--- src/logic/sair_defines.svh ---
// Constants for the serial audio source controller
`ifndef SAIR_DEFINES_SVH
`define SAIR_DEFINES_SVH

// ----------------------------------------------------------------
// Register byte offsets
// ----------------------------------------------------------------
`define SAIR_OFF_CTRL 12'h000
`define SAIR_OFF_STATUS 12'h004
`define SAIR_OFF_L0 12'h008
`define SAIR_OFF_R0 12'h00c
`define SAIR_OFF_L1 12'h010
`define SAIR_OFF_R1 12'h014
`define SAIR_OFF_DEVCFG 12'h018

// ----------------------------------------------------------------
// Reset values and field codes
// ----------------------------------------------------------------
`define SAIR_CTRL_RST 8'h00
`define SAIR_DEVCFG_RST 5'h01
`define SAIR_FMT_I2S 2'h0
`define SAIR_FMT_LEFT 2'h1
`define SAIR_FMT_RIGHT 2'h2
`define SAIR_RATIO_32 2'h0
`define SAIR_RATIO_48 2'h1

// ----------------------------------------------------------------
// Timing
// ----------------------------------------------------------------
`define SAIR_CLK_NS 100
`define SAIR_SCLK_PERIOD_NS 800
`define SAIR_SCLK_HALF ((`SAIR_SCLK_PERIOD_NS / `SAIR_CLK_NS) / 2)
`define SAIR_MCLK_HALF 1

`endif

--- src/logic/sair_pkg.sv ---
// Types for the serial audio source controller
package sair_pkg;

  // Serial framing formats
  typedef enum logic [1:0] {
    SAIR_I2S = 2'b00,
    SAIR_LEFT_JUSTIFIED_FORMAT = 2'b01,
    SAIR_RIGHT_JUSTIFIED_FORMAT = 2'b10
  } sair_fmt_t;

  // Frame configuration latched at each frame start
  typedef struct packed {
    logic [1:0] fmt;
    logic [1:0] wlen;
    logic [1:0] ratio;
  } sair_cfg_t;

  // One frame of samples for both data lines
  typedef struct packed {
    logic [23:0] l0;
    logic [23:0] r0;
    logic [23:0] l1;
    logic [23:0] r1;
  } sair_samp_t;

  // Receiver-side control levels
  typedef struct packed {
    logic auto_detect;
    logic [1:0] rate_class;
    logic avoid_en;
    logic deemph_en;
  } sair_devctl_t;

  // Link pins driven toward the receiver
  typedef struct packed {
    logic mclk;
    logic sclk;
    logic lrclk;
    logic [1:0] sdata;
  } sair_link_t;

  // Complete module state
  typedef struct packed {
    logic [7:0] ctrl;
    logic [4:0] devcfg;
    sair_samp_t samp;
    sair_samp_t shadow;
    sair_cfg_t cfg;
    logic run;
    logic [7:0] div;
    logic [7:0] mdiv;
    logic [5:0] pos;
    sair_link_t link;
    logic taken;
    logic [15:0] fcnt;
    logic [31:0] prdata;
    logic pslverr;
  } sair_state_t;

endpackage : sair_pkg

--- src/logic/sair_host.sv ---
// Serial audio source: drives clocks and data toward the receiver
//
// Local design decisions: register access over APB and the register addresses.
`timescale 1ns/10ps
`include "sair_defines.svh"

module sair_host #(
  parameter int SCLK_HALF = `SAIR_SCLK_HALF,
  parameter int MCLK_HALF = `SAIR_MCLK_HALF
) (
  // Clock and reset
  input wire logic clk_i,
  input wire logic reset_i,
  // APB slave
  input wire logic psel_i,
  input wire logic penable_i,
  input wire logic pwrite_i,
  input wire logic [11:0] paddr_i,
  input wire logic [31:0] pwdata_i,
  output logic [31:0] prdata_o,
  output logic pready_o,
  output logic pslverr_o,
  // Link toward the receiver
  output sair_pkg::sair_link_t link_o,
  // Receiver control levels
  output sair_pkg::sair_devctl_t devctl_o
);

  sair_pkg::sair_state_t s_q;
  sair_pkg::sair_state_t s_d;

  // ----------------------------------------------------------------
  // Frame helpers
  // ----------------------------------------------------------------

  // Half-frame length in bit clocks
  function automatic logic [5:0] sair_half(input logic [1:0] ratio);
    if (ratio == `SAIR_RATIO_32) begin
      sair_half = 6'h10;
    end else if (ratio == `SAIR_RATIO_48) begin
      sair_half = 6'h18;
    end else begin
      sair_half = 6'h20; // Illegal code runs as 64 fs
    end
  endfunction : sair_half

  // Word length, limited to the slot
  function automatic logic [5:0] sair_wl(input sair_pkg::sair_cfg_t c);
    logic [5:0] w;
    logic [5:0] h;
    w = (c.wlen == 2'h3) ? 6'h18 : 6'h10 + {3'h0, c.wlen, 1'b0};
    h = sair_half(c.ratio);
    sair_wl = (w > h) ? h : w;
  endfunction : sair_wl

  // Word clock and both data bits for one frame position
  function automatic logic [2:0] sair_bits(input logic [5:0] pos, input sair_pkg::sair_cfg_t c,
                                           input sair_pkg::sair_samp_t cur, input logic [1:0] prev_lsb);
    logic [5:0] h;
    logic [5:0] wl;
    logic [5:0] b;
    logic [5:0] k;
    logic [5:0] off;
    logic chan;
    logic send;
    logic lr;
    logic [1:0] d;
    logic [23:0] w0;
    logic [23:0] w1;
    h = sair_half(c.ratio);
    wl = sair_wl(c);
    chan = (pos >= h);
    b = chan ? pos - h : pos;
    w0 = chan ? cur.r0 : cur.l0;
    w1 = chan ? cur.r1 : cur.l1;
    off = h - wl;
    k = 6'h00;
    send = 1'b0;
    d = 2'b00;
    lr = ~chan;
    if (c.fmt == `SAIR_FMT_I2S) begin
      lr = chan;
      if (b == 6'h00) begin
        // Slot start carries the previous word's LSB only if it fills the slot
        if (wl == h) begin
          d = chan ? {cur.l1[0], cur.l0[0]} : prev_lsb;
        end
      end else begin
        k = b - 6'h01;
        send = (k < wl);
      end
    end else if (c.fmt == `SAIR_FMT_RIGHT) begin
      send = (b >= off);
      k = b - off;
    end else begin
      k = b;
      send = (k < wl);
    end
    if (send) begin
      // MSB first; low word-length bits of the signed sample
      d = {w1[5'(wl - 6'h01 - k)], w0[5'(wl - 6'h01 - k)]};
    end
    sair_bits = {lr, d};
  endfunction : sair_bits

  // ----------------------------------------------------------------
  // Next-state logic
  // ----------------------------------------------------------------
  always_comb begin
    logic [5:0] np;
    logic [5:0] last;
    logic [2:0] bits;
    logic wr;
    logic rd;
    logic fs;
    sair_pkg::sair_cfg_t ncfg;
    np = 6'h00;
    last = 6'h00;
    bits = 3'h0;
    fs = 1'b0;
    ncfg = '0;
    s_d = s_q;
    wr = psel_i & penable_i & pwrite_i;
    rd = psel_i & ~penable_i;
    ncfg.fmt = s_q.ctrl[2:1];
    ncfg.wlen = s_q.ctrl[4:3];
    ncfg.ratio = s_q.ctrl[6:5];

    // Master clock divider, stopped when disabled
    if (!s_q.ctrl[7]) begin
      s_d.mdiv = 8'h00;
      s_d.link.mclk = 1'b0;
    end else if (s_q.mdiv == 8'(MCLK_HALF - 1)) begin
      s_d.mdiv = 8'h00;
      s_d.link.mclk = ~s_q.link.mclk;
    end else begin
      s_d.mdiv = s_q.mdiv + 8'h01;
    end

    // Bit clock divider and serialiser
    if (!s_q.ctrl[0]) begin
      s_d.run = 1'b0;
      s_d.div = 8'h00;
      s_d.pos = 6'h3f;
      s_d.link.sclk = 1'b0;
      s_d.link.lrclk = 1'b0;
      s_d.link.sdata = 2'b00;
    end else if (s_q.div == 8'(SCLK_HALF - 1)) begin
      s_d.run = 1'b1;
      s_d.div = 8'h00;
      s_d.link.sclk = ~s_q.link.sclk;
      // Data moves on the falling edge, steady at the rising one
      if (s_q.link.sclk) begin
        last = 6'({sair_half(s_q.cfg.ratio), 1'b0} - 7'h01);
        if (!s_q.run || s_q.pos >= last) begin
          // Frame start: one word-clock period per frame
          np = 6'h00;
          s_d.cfg = ncfg;
          s_d.shadow = s_q.samp;
          s_d.taken = 1'b1;
          fs = 1'b1; // Frame start event, beats a clear
          s_d.fcnt = s_q.fcnt + 16'h0001;
        end else begin
          np = s_q.pos + 6'h01;
        end
        s_d.pos = np;
        bits = sair_bits(np, s_d.cfg, s_d.shadow, {s_q.shadow.r1[0], s_q.shadow.r0[0]});
        s_d.link.lrclk = bits[2];
        s_d.link.sdata = bits[1:0];
      end
    end else begin
      s_d.div = s_q.div + 8'h01;
    end

    // Register writes; a new frame's sticky flag beats the clear
    if (wr) begin
      unique case (paddr_i)
        `SAIR_OFF_CTRL: s_d.ctrl = pwdata_i[7:0];
        `SAIR_OFF_STATUS: s_d.taken = s_d.taken & ~(pwdata_i[0] & ~fs);
        `SAIR_OFF_L0: s_d.samp.l0 = pwdata_i[23:0];
        `SAIR_OFF_R0: s_d.samp.r0 = pwdata_i[23:0];
        `SAIR_OFF_L1: s_d.samp.l1 = pwdata_i[23:0];
        `SAIR_OFF_R1: s_d.samp.r1 = pwdata_i[23:0];
        `SAIR_OFF_DEVCFG: s_d.devcfg = pwdata_i[4:0];
        default: s_d.ctrl = s_d.ctrl;
      endcase
    end

    // Read data and error captured in the setup cycle
    if (rd) begin
      s_d.pslverr = 1'b0;
      unique case (paddr_i)
        `SAIR_OFF_CTRL: s_d.prdata = {24'h000000, s_q.ctrl};
        `SAIR_OFF_STATUS: s_d.prdata = {s_q.fcnt, 14'h0000, s_q.run, s_q.taken};
        `SAIR_OFF_L0: s_d.prdata = {8'h00, s_q.samp.l0};
        `SAIR_OFF_R0: s_d.prdata = {8'h00, s_q.samp.r0};
        `SAIR_OFF_L1: s_d.prdata = {8'h00, s_q.samp.l1};
        `SAIR_OFF_R1: s_d.prdata = {8'h00, s_q.samp.r1};
        `SAIR_OFF_DEVCFG: s_d.prdata = {27'h0000000, s_q.devcfg};
        default: begin
          s_d.prdata = 32'h00000000;
          s_d.pslverr = 1'b1;
        end
      endcase
    end
  end

  // ----------------------------------------------------------------
  // State register
  // ----------------------------------------------------------------
  always_ff @(posedge clk_i or posedge reset_i) begin
    if (reset_i) begin
      s_q <= '0;
      s_q.ctrl <= `SAIR_CTRL_RST;
      s_q.devcfg <= `SAIR_DEVCFG_RST;
      s_q.pos <= 6'h3f;
    end else begin
      s_q <= s_d;
    end
  end

  // ----------------------------------------------------------------
  // Outputs
  // ----------------------------------------------------------------
  assign prdata_o = s_q.prdata;
  assign pready_o = 1'b1;
  assign pslverr_o = s_q.pslverr & psel_i & penable_i;
  assign link_o = s_q.link;

  // Auto detection dropped while avoidance or de-emphasis is on
  assign devctl_o.auto_detect = s_q.devcfg[0] & ~s_q.devcfg[3] & ~s_q.devcfg[4];
  assign devctl_o.rate_class = s_q.devcfg[2:1];
  assign devctl_o.avoid_en = s_q.devcfg[3];
  assign devctl_o.deemph_en = s_q.devcfg[4];

endmodule : sair_host

--- config.mk ---
export PLATFORM = sky130hd
export DESIGN_NAME = sair_host
export DESIGN_NICKNAME = d
export VERILOG_FILES = /design/src/logic/sair_pkg.sv /design/src/logic/sair_host.sv
export VERILOG_INCLUDE_DIRS = /design/src /design/src/logic
export SDC_FILE = /design/constraint.sdc
export NUM_CORES = 1
export LEC_CHECK = 0
export BUFFER_PORTS_ARGS = -buffer_cell sky130_fd_sc_hd__buf_2
export CAP_MARGIN = 10
export CORE_MARGIN = 5
export CORE_UTILIZATION = 55
export DETAILED_ROUTE_END_ITERATION = 6
export MAX_ROUTING_LAYER = met4
export PLACE_DENSITY = 0.72
export SLEW_MARGIN = 20
export SYNTH_ARGS = -nofsm -noshare
export SYNTH_HDL_FRONTEND = slang
export SYNTH_SLANG_ARGS = --single-unit
--- constraint.sdc ---
create_clock -name clk_i -period 9.4 [get_ports clk_i]
set_input_delay 0.94 -clock clk_i [delete_from_list [all_inputs] [get_ports clk_i]]
set_output_delay 0.94 -clock clk_i [all_outputs]
set_load 0.03 [all_outputs]
* After elaboration in Yosys (flattened, before gate mapping)
Cells that the tools add are included.
Widths: inputs -> output; s select.
** Cells by class
- Add/subtract/negate cells :: 12
- Order comparisons :: 7
- Equality and inequality tests :: 15
- Muxes and demuxes :: 68
- Bitwise gates (word level) :: 17
- Reductions and logical operators :: 18
** Operators by type and width (count)
- $mux 102 :: 4
- $pmux 32 s7 :: 1
- $mux 6 :: 15
- $mux 5 :: 11
- $mux 24 :: 2
- $eq 12x5->1 const B :: 3
- $mux 17 :: 2
- $eq 12x4->1 const B :: 2
- $mux 8 :: 3
- $mux 21 :: 1
- $mux 20 :: 1
- $mux 1 :: 19
- $ge 6x6->1 :: 3
- $add 16x1->16 const B :: 1
- $add 8x1->8 const B :: 2
- $reduce_and 2->1 :: 7
- $eq 12x3->1 const B :: 1
- $logic_not 12->1 :: 1
- $lt 6x6->1 :: 2
- $sub 6x1->6 const B :: 2
- $sub 6x6->6 :: 2
- $bmux 1 s5 :: 2
- $mux 2 :: 5
- $sub 5x5->5 :: 2
- other kinds (23) :: 43
** Storage, ports and cells
- Register bits after elaboration :: 289
- Input port bits :: 49
- Output and inout port bits :: 44

* Logic depth before layout (Yosys ltp)
Gate-level depths: netlist of the first run.
- Word-level depth :: 38
- Depth in mapped cells :: 32
- Depth with buffers taken out :: 26

* Worst setup path before layout of the first run
No wires, ideal clock.
- Path kind :: reg2reg
- From :: register s_q[56] (netlist name)
- To :: register s_q, in the netlist link_o[1]
- Arrival :: 6.410 ns
- Slack :: 2.871 ns
- Stages on the path, launching flop included :: 30
- Path buffers :: 6
- Period minus slack after synthesis :: 6.529 ns
- Cells stage by stage :: dfstp_2 -> ha_1 -> nand3_4 -> o211ai_4 -> buf_6 -> clkbuf_1 -> clkbuf_1 -> clkbuf_1 -> buf_2 -> nand2_1 -> nand2_1 -> ha_1 -> inv_1 -> ha_1 -> a21oi_1 -> o211ai_1 -> nand2_1 -> ha_1 -> inv_1 -> fa_1 -> o221ai_1 -> fa_1 -> clkbuf_1 -> nand2_1 -> a221oi_1 -> a32oi_1 -> a211oi_1 -> a2111oi_0 -> a311o_1 -> a21o_1
** On the way
- Word-level cells in the longest chain between the ends :: 28
** Ends and longest elaborated chain
- start, declared :: line sair_host.sv:29 : sair_pkg::sair_state_t s_q;
- $ge 6x6->1 :: line sair_host.sv:155 : if (!s_q.run || s_q.pos >= last) begin
- $logic_or 1x1->1 :: line sair_host.sv:155
- $mux 102 :: line sair_host.sv:155
- $mux 102 :: line sair_host.sv:153 : if (s_q.link.sclk) begin
- $mux 102 :: line sair_host.sv:148 : end else if (s_q.div == 8'(SCLK_HALF - 1)) begin
- $mux 102 :: line sair_host.sv:141 : if (!s_q.ctrl[0]) begin
- $eq 2x1->1 (no source line)
- $mux 6 :: line sair_host.sv:40 : end else if (ratio == `SAIR_RATIO_48) begin
- [12 not listed]
- $mux 5 :: line sair_host.sv:141
- $sub 5x5->5 :: line sair_host.sv:101 : d = {w1[5'(wl - 6'h01 - k)], w0[5'(wl - 6'h01 - k)]};
- $bmux 1 s5 :: line sair_host.sv:101
- $mux 1 (not written as such) :: line sair_host.sv:101
- $mux 2 * :: line sair_host.sv:99 : if (send) begin
- $mux 20 * :: line sair_host.sv:153
- $mux 21 * :: line sair_host.sv:148
- $mux 4 * :: line sair_host.sv:141
Every way passes the cells marked *; elsewhere a longest branch is shown, timed or not. The select of a mux whose other input is x is not followed.
A chain may end at the register's enable or synchronous reset.

* Worst setup path after layout of the first run
- From :: register s_q[55] (netlist name)
- To :: register s_q, in the netlist link_o[1]
Same word-level chain as after synthesis.

==> flow_summary.toml, run 1 <==
[run_status]
outcome = "complete, no violations"

[clock_network]
cts_tree = "built"
clockBufferDepth = 3
cts_made_buffers = 31
cts_setup_buffers = 0
clock_sinks = 289
insertion_delay_ns = 0.58
path_clk_slew_ns = 0.06
htreeDepth = 1
cts-root-buf = "clkbuf_16"
cts_hold_buf = 0
post_cts_resize_count = 0

[die]
start_util_pct = 55.73
core-area_mm2 = 0.02786
die_y_um = 178.0
ios = 93
dieArea_mm2 = 0.03169
rows = 61
die_w_um = 178.0

[sta]
min_period_ns = 7.788
worst_pin_slew_ns = 1.166
period_share_pct = 82.85
clock_skew_ns = 0.03163
fin_hold_ws_ns = 0.4652
tns_ns = 0
final-setup-viol-count = 0
fmax_mhz = 128.4
slew_headroom_pct = 21.87
hold_viol_final = 0
drv_slew = 0
rsz0062_at_grt = "false"

[logic_synthesis]
muxShareOfSynthArea_pct = 12.35
ys.flop_type = "dfrtp_1"
synth_xor_xnor_area_share_pct = 2.587
synth.avg_cell_area_um2 = 9.303
yosysTopAreaCellShare_pct = 45.45
synth_area_leaders = "dfrtp_1 (45%), nand2_1 (12%), mux2_2 (8.3%)"
synth_simple_gate_area_share_pct = 19.59
synth.most_common_cell = "nand2_1"
syn_area_mm2 = 0.01553
synth-compound-area-share_pct = 10.45
async_flop_share_pct = 100.0
synth_common_cells = "nand2_1 (484), dfrtp_1 (282), mux2_2 (114), nand3_1 (73), o21ai_0 (71)"
yosys.area_share.adder_pct = 2.966
netlist_instances = 1669
synth_edf_count = 0
synth_top_family_by_area = "simple AND/OR/NAND/NOR gates"
ys_seq_elements = 289
synth_area_leader_cell = "dfrtp_1"
ys_seq_area_share_pct = 46.64
yosysWarnings = 0
synth_cell_types = 73

[final_layout]
area_growth_pct = 9.267
finalNonFillerCells = 2080
regArea_mm2 = 0.007241
multiInputGateArea_mm2 = 0.007512
nFillCells = 2418
drive_gt1_share_pct = 17.23
nets = 1760

[power_and_ir_drop]
swShare_pct = 22.18
clockPowerShare_pct = 47.7
leakage_nw = 8.311
power.density_mw_per_mm2 = 148.5
ir_drop_mv = 0.1313
p_int_mw = 1.960
comb_power_share_pct = 2.8
power_switching_mw = 0.5587
power.share.sequential_pct = 49.5

[setup_path]
crit_path_end_kind = "register"
worst-setup-path-type = "reg2reg"
crit_arrival_ns = 8.31
crit_required_ns = 9.92
endpoint = "link_o[1]"
timing.reg2reg.setup_slack_ns = 1.61
critPathMaxFanout = 26
worstReg2RegEnd = "link_o[1]"
critPathLaunchType = "register"
r2r-start = "s_q[55]"
startpoint = "s_q[55]"
worstRegToRegCells = 22

[global_routing]
grt_max_degree = 164
grt_pass1_vias = 12090
antenna_found_initial = 1
grt_pass1_wl_um = 69430
overflow = 0
grt_use_total_pct = 28.93

[routing]
vias_per_cell = 6.023
routed_wl_um = 44280
antenna_left = 0
routed-wl-met3_um = 4844
wl_met1_um = 18770
drt_iter0_drc = 1417
vias = 12530
drc = 0
top_layer = "met4"
routedWlPerCell_um = 21.29
drt-pass1-iter-count = 6
wl_met2_um = 19320

[place]
dpl.cell_count = 2021
post-dp-hpwl_um = 28670
routabilityCongestion = 0.9271
portBuffers = 83

[run]
drv_cap = 0

[hold_path]
hp-class = "reg2reg"
[worst min-delay path by stage]
stage	slack, ns	startpoint	cells after the start	to
2_1_floorplan	0.44	s_q[109]	2	s_q[109]
3_3_place_gp	0.45	s_q[137]	2	s_q[137]
3_5_place_dp	0.45	s_q[81]	2	s_q[81]
4_1_cts	0.47	s_q[81]	2	s_q[81]
5_1_grt	0.49	s_q[127]	2	s_q[127]
6_report	0.47	s_q[136]	2	s_q[136]
[critical path, stage by stage, from the launching register on]
cell       delay [ns]
dfstp_2          0.65
ha_1             0.26
nand3_4          0.14
o211ai_4         0.25
buf_4            0.38
a21boi_0         0.19
ha_1             0.38
a21oi_1          0.35
o21ai_1          0.29
nor2_1           0.93
o21ai_0          0.41
a21oi_1          0.54
a21oi_1          0.15
ha_1             0.60
inv_1            0.28
nand2_1          0.49
a21o_1           0.14
a221oi_1         0.05
a211oi_1         0.26
nor3_1           0.08
a2111oi_0        0.61
a311o_1          0.21
a21o_1           0.11
[kinds of logic after synthesis]
family / after synthesis
XOR/XNOR: 45
adder cells (fa/ha/maj): 35
AO/OA/AOI/OAI: 236
flip-flops: 289
multiplexers: 173
other: 2
buffers and inverters: 172
AND/OR/NAND/NOR: 717
[sequential cells by signal (all words and copies together) (netlist names)]
name	cells
s_q	248
prdata_o	32
link_o	5
devctl_o	4
[layer usage]
metal | track usage [%] | vias up
li1 | - | 5698
met1 | 40.28 | 6132
met2 | 41.85 | 582
met3 | 7.821 | 115
met4 | 8.540 | 0
met5 | - | -
[per-stage QoR]
stage | setup WS (ns) | power, mW | cell area [um^2] | util (%)
floorplan | 0.4942 | 1.305 | 15540 | -
CTS | 1.752 | 2.531 | 16960 | 60.87
global route | 1.174 | 2.588 | 16970 | 60.90
finish | 1.612 | 2.519 | 16970 | 60.90
global placement | 1.817 | 1.338 | 15950 | 57.26
detailed placement | 1.771 | 1.339 | 15960 | 57.29
[placed cells by master (no fill, tap or decap), drive strengths merged, types with 9 or more instances in the layout]
cell type,netlist,final
clkbuf,70,52
and3,25,25
nor2b,9,9
a31oi,18,18
nand4,9,9
nand3,74,74
nor3,13,13
mux2i,56,56
o21a,10,10
a221oi,23,23
a21oi,29,29
and2,11,11
inv,39,41
xnor2,28,28
nand2,484,484
o21ai,73,73
dfrtp,282,282
buf,63,104
mux2,115,115
xor2,17,17
nor2,66,66
ha,32,32
[layout make-up]
type                    count  area share, %
clock buffers              52          5.509
repair buffers            104          3.452
well taps                 378          2.788
flip-flops and latches    289          42.68
multi-input cells        1211          44.28
diodes                      1        0.01475
clock inverters             6         0.3688
inverters                  39         0.9072
[power by group through the flow]
stage	clock (mW)	combinational [mW]	sequential (mW)
floorplan	0	0.0369	1.27
global placement	0	0.0697	1.27
detailed placement	0	0.0706	1.27
CTS	1.22	0.0707	1.25
global route	1.27	0.0780	1.24
finish	1.20	0.0705	1.25
No activity file was read; power rests on OpenSTA's default activity.
==> run 2: changes to the inputs <==
--- a/config.mk
+++ b/config.mk
@@ -6,6 +6,7 @@
 export SDC_FILE = /design/constraint.sdc
 export NUM_CORES = 1
 export LEC_CHECK = 0
+export ABC_AREA = 1
 export BUFFER_PORTS_ARGS = -buffer_cell sky130_fd_sc_hd__buf_2
 export CAP_MARGIN = 10
 export CORE_MARGIN = 5
==> constraint.sdc (replaced) <==
create_clock -name clk_i -period 6.9 [get_ports clk_i]
set_input_delay 0.69 -clock clk_i [delete_from_list [all_inputs] [get_ports clk_i]]
set_output_delay 0.69 -clock clk_i [all_outputs]
set_load 0.03 [all_outputs]
==> run 2 against run 1 <==
Global-route usage fell by 1.7 points. Register-to-register slack lost 0.39 ns. Clock skew shrank 0.020 ns. Utilization up 0.14 points. Synthesized area rose by 0.15%. Clock-buffer cell count is 3 lower. Final area rose by 0.24%. Total power rose by 40%. Critical path depth is 8 higher.
==> flow_summary.toml, run 2 <==
[final_layout]
nets = 2058
area_growth_pct = 9.367
largest_reg_flops = 248
final_common_cell = "nand2_1"
antennaDiodeCount = 0
drive_gt1_share_pct = 10.27
fin_area_mm2 = 0.01701
nFillCells = 2404
top_register = "s_q"
fin_util_pct = 61.04
final_cell_mix = "nand2_1 (516), o21ai_0 (338), dfrtp_1 (282), inv_1 (246), buf_2 (83)"

[routing]
vias = 13210
routed_wl_um = 41200
drt_iter0_drc = 1218
drt-pass1-iter-count = 6
antenna_left = 0
vias_per_cell = 5.563
drc = 0
routedWlPerCell_um = 17.35

[power_and_ir_drop]
leakage_nw = 7.893
total_power_mw = 3.530
ir_drop_mv = 0.1972
power.density_mw_per_mm2 = 207.6

[sta]
tns_ns = 0
min_period_ns = 5.678
fmax_mhz = 176.1
period_share_pct = 82.30
slew_headroom_pct = 32.39
worst_pin_slew_ns = 1.013
hold_viol_final = 0
rsz0062_at_grt = "false"
clock_skew_ns = 0.01168
final-setup-viol-count = 0
drv_slew = 0

[clock_network]
cts-root-buf = "clkbuf_16"
htreeDepth = 1
clock_sinks = 289
path_clk_slew_ns = 0.06
post_cts_resize_count = 0
cts_tree = "built"
cts_hold_buf = 0
cts_setup_buffers = 0
cts_made_buffers = 31
insertion_delay_ns = 0.55
clockBufferDepth = 3

[setup_path]
path_common_cell = "nand2_1"
worst-setup-path-type = "reg2reg"
crit_required_ns = 7.39
critPathMaxFanout = 23
critPathSlowestCell = "o21ai_0"
crit_arrival_ns = 6.17
critPathLaunchType = "register"
crit_path_end_kind = "register"
worstRegToRegCells = 30
slowest_delay_ns = 0.59

[logic_synthesis]
async_flop_share_pct = 100.0
synth.avg_cell_area_um2 = 7.893
yosysTopAreaCellShare_pct = 45.39
synth_edf_count = 0
ys_seq_elements = 289
synth.most_common_cell = "nand2_1"
synth_area_leaders = "dfrtp_1 (45%), nand2_1 (12%), o21ai_0 (11%)"
synth_area_leader_cell = "dfrtp_1"
synth_common_cells = "nand2_1 (516), o21ai_0 (338), dfrtp_1 (282), inv_1 (247), nand3_1 (84)"
yosysWarnings = 0
synth_cell_types = 57
netlist_instances = 1970
ys.flop_type = "dfrtp_1"
ys_seq_area_share_pct = 46.57
syn_area_mm2 = 0.01555

[die]
die_w_um = 178.1
rows = 61
core-area_mm2 = 0.02786
start_util_pct = 55.81
die_y_um = 178.1
ios = 93
dieArea_mm2 = 0.03173

[place]
placed_cell_area_mm2 = 0.01592
portBuffers = 83
post-dp-hpwl_um = 28050
routabilityCongestion = 0.8641

[global_routing]
grt_pass1_wl_um = 67630
grt_use_total_pct = 27.22
grt_pass1_vias = 12890
antenna_found_initial = 0
grt_max_degree = 177
overflow = 0

[hold_path]
hp-class = "in2async"

[run]
drv_cap = 0

[run_status]
outcome = "complete, no violations"
## run 2: changes by cell type after synthesis, moves of 21 or more
cell | previous run | this run
a221oi_1 | 23 | 1
and3_1 | 25 | 2
inv_1 | 38 | 247
mux2_2 | 114 | 0
mux2i_1 | 55 | 2
nand2_1 | 484 | 516
o211ai_1 | 4 | 38
o21ai_0 | 71 | 338
xnor2_1 | 27 | 6
## run 2: logic make-up (layout without fill, tap and decap cells)
logic type / count (synthesis) / after routing / share of synthesized area [%]
AOI/OAI and AO/OA: 477 / 477 / 17.12
adders and majority gates: 35 / 35 / 2.961
buffers and inverters: 389 / 413 / 10.70
and+or+nand+nor: 748 / 748 / 20.89
muxes: 2 / 2 / 0.1288
DFF: 289 / 289 / 46.57
xor gates and xnor gates: 28 / 28 / 1.577
other: 2 / 5 / 0.04830
## run 2: stage by stage
step	hold WS, ns	instances	worst slack (ns)
3_3_place_gp	0.4465	2319	1.399
4_1_cts	0.2497	2375	1.238
2_1_floorplan	0.4290	1973	1.573
3_5_place_dp	0.4607	2319	1.287
6_report	0.2390	2375	1.222
5_1_grt	0.2778	2375	0.8431
## run 2: worst max-delay path, delay by kind of cell, from the launching register on
family                     cells  cell delay (ns)
AOI/OAI and AO/OA              5             1.11
xor gates and xnor gates       2             0.31
adders and majority gates      5             1.53
buffers and inverters          3             0.32
DFF                            1             0.56
and+or+nand+nor               15             1.76
## run 2: final timing paths
check	start	slack, ns	to
worst max-delay path	s_q[56]	1.22	link_o[1]
worst min-delay path	reset_i	0.24	s_q[183]
max in group asynchronous	reset_i	5.34	s_q[172]
worst max register to register	s_q[56]	1.22	link_o[1]
worst min register to register	s_q[69]	0.46	s_q[69]
min in group clk_i	pwdata_i[15]	0.46	s_q[219]
## run 2: cell type report
cell class	instances	area (um^2)	area share, %
flip-flops and latches	289	7241	42.58
multi-input cells	1295	6673	39.24
clock buffers	49	973.4	5.724
inverters	256	965.9	5.680
repair buffers	101	563.0	3.311
well taps	378	473.0	2.781
clock inverters	7	116.4	0.6843
## run 2: report_power, final
group / switching [mW] / internal (mW) / leakage (nW)
combinational: 0.0652 / 0.0185 / 3.35
sequential: 0.000574 / 1.70 / 4.00
clock: 0.677 / 1.07 / 0.542
total: 0.743 / 2.79 / 7.89
## run 2: routing by layer
metal,GRT usage (%),part of all wire (%),vias up
li1,-,-,6360
met1,38.54,45,6270
met2,41.36,45,512
met3,4.621,7.9,71
met4,6.671,2.2,0
met5,-,0,-
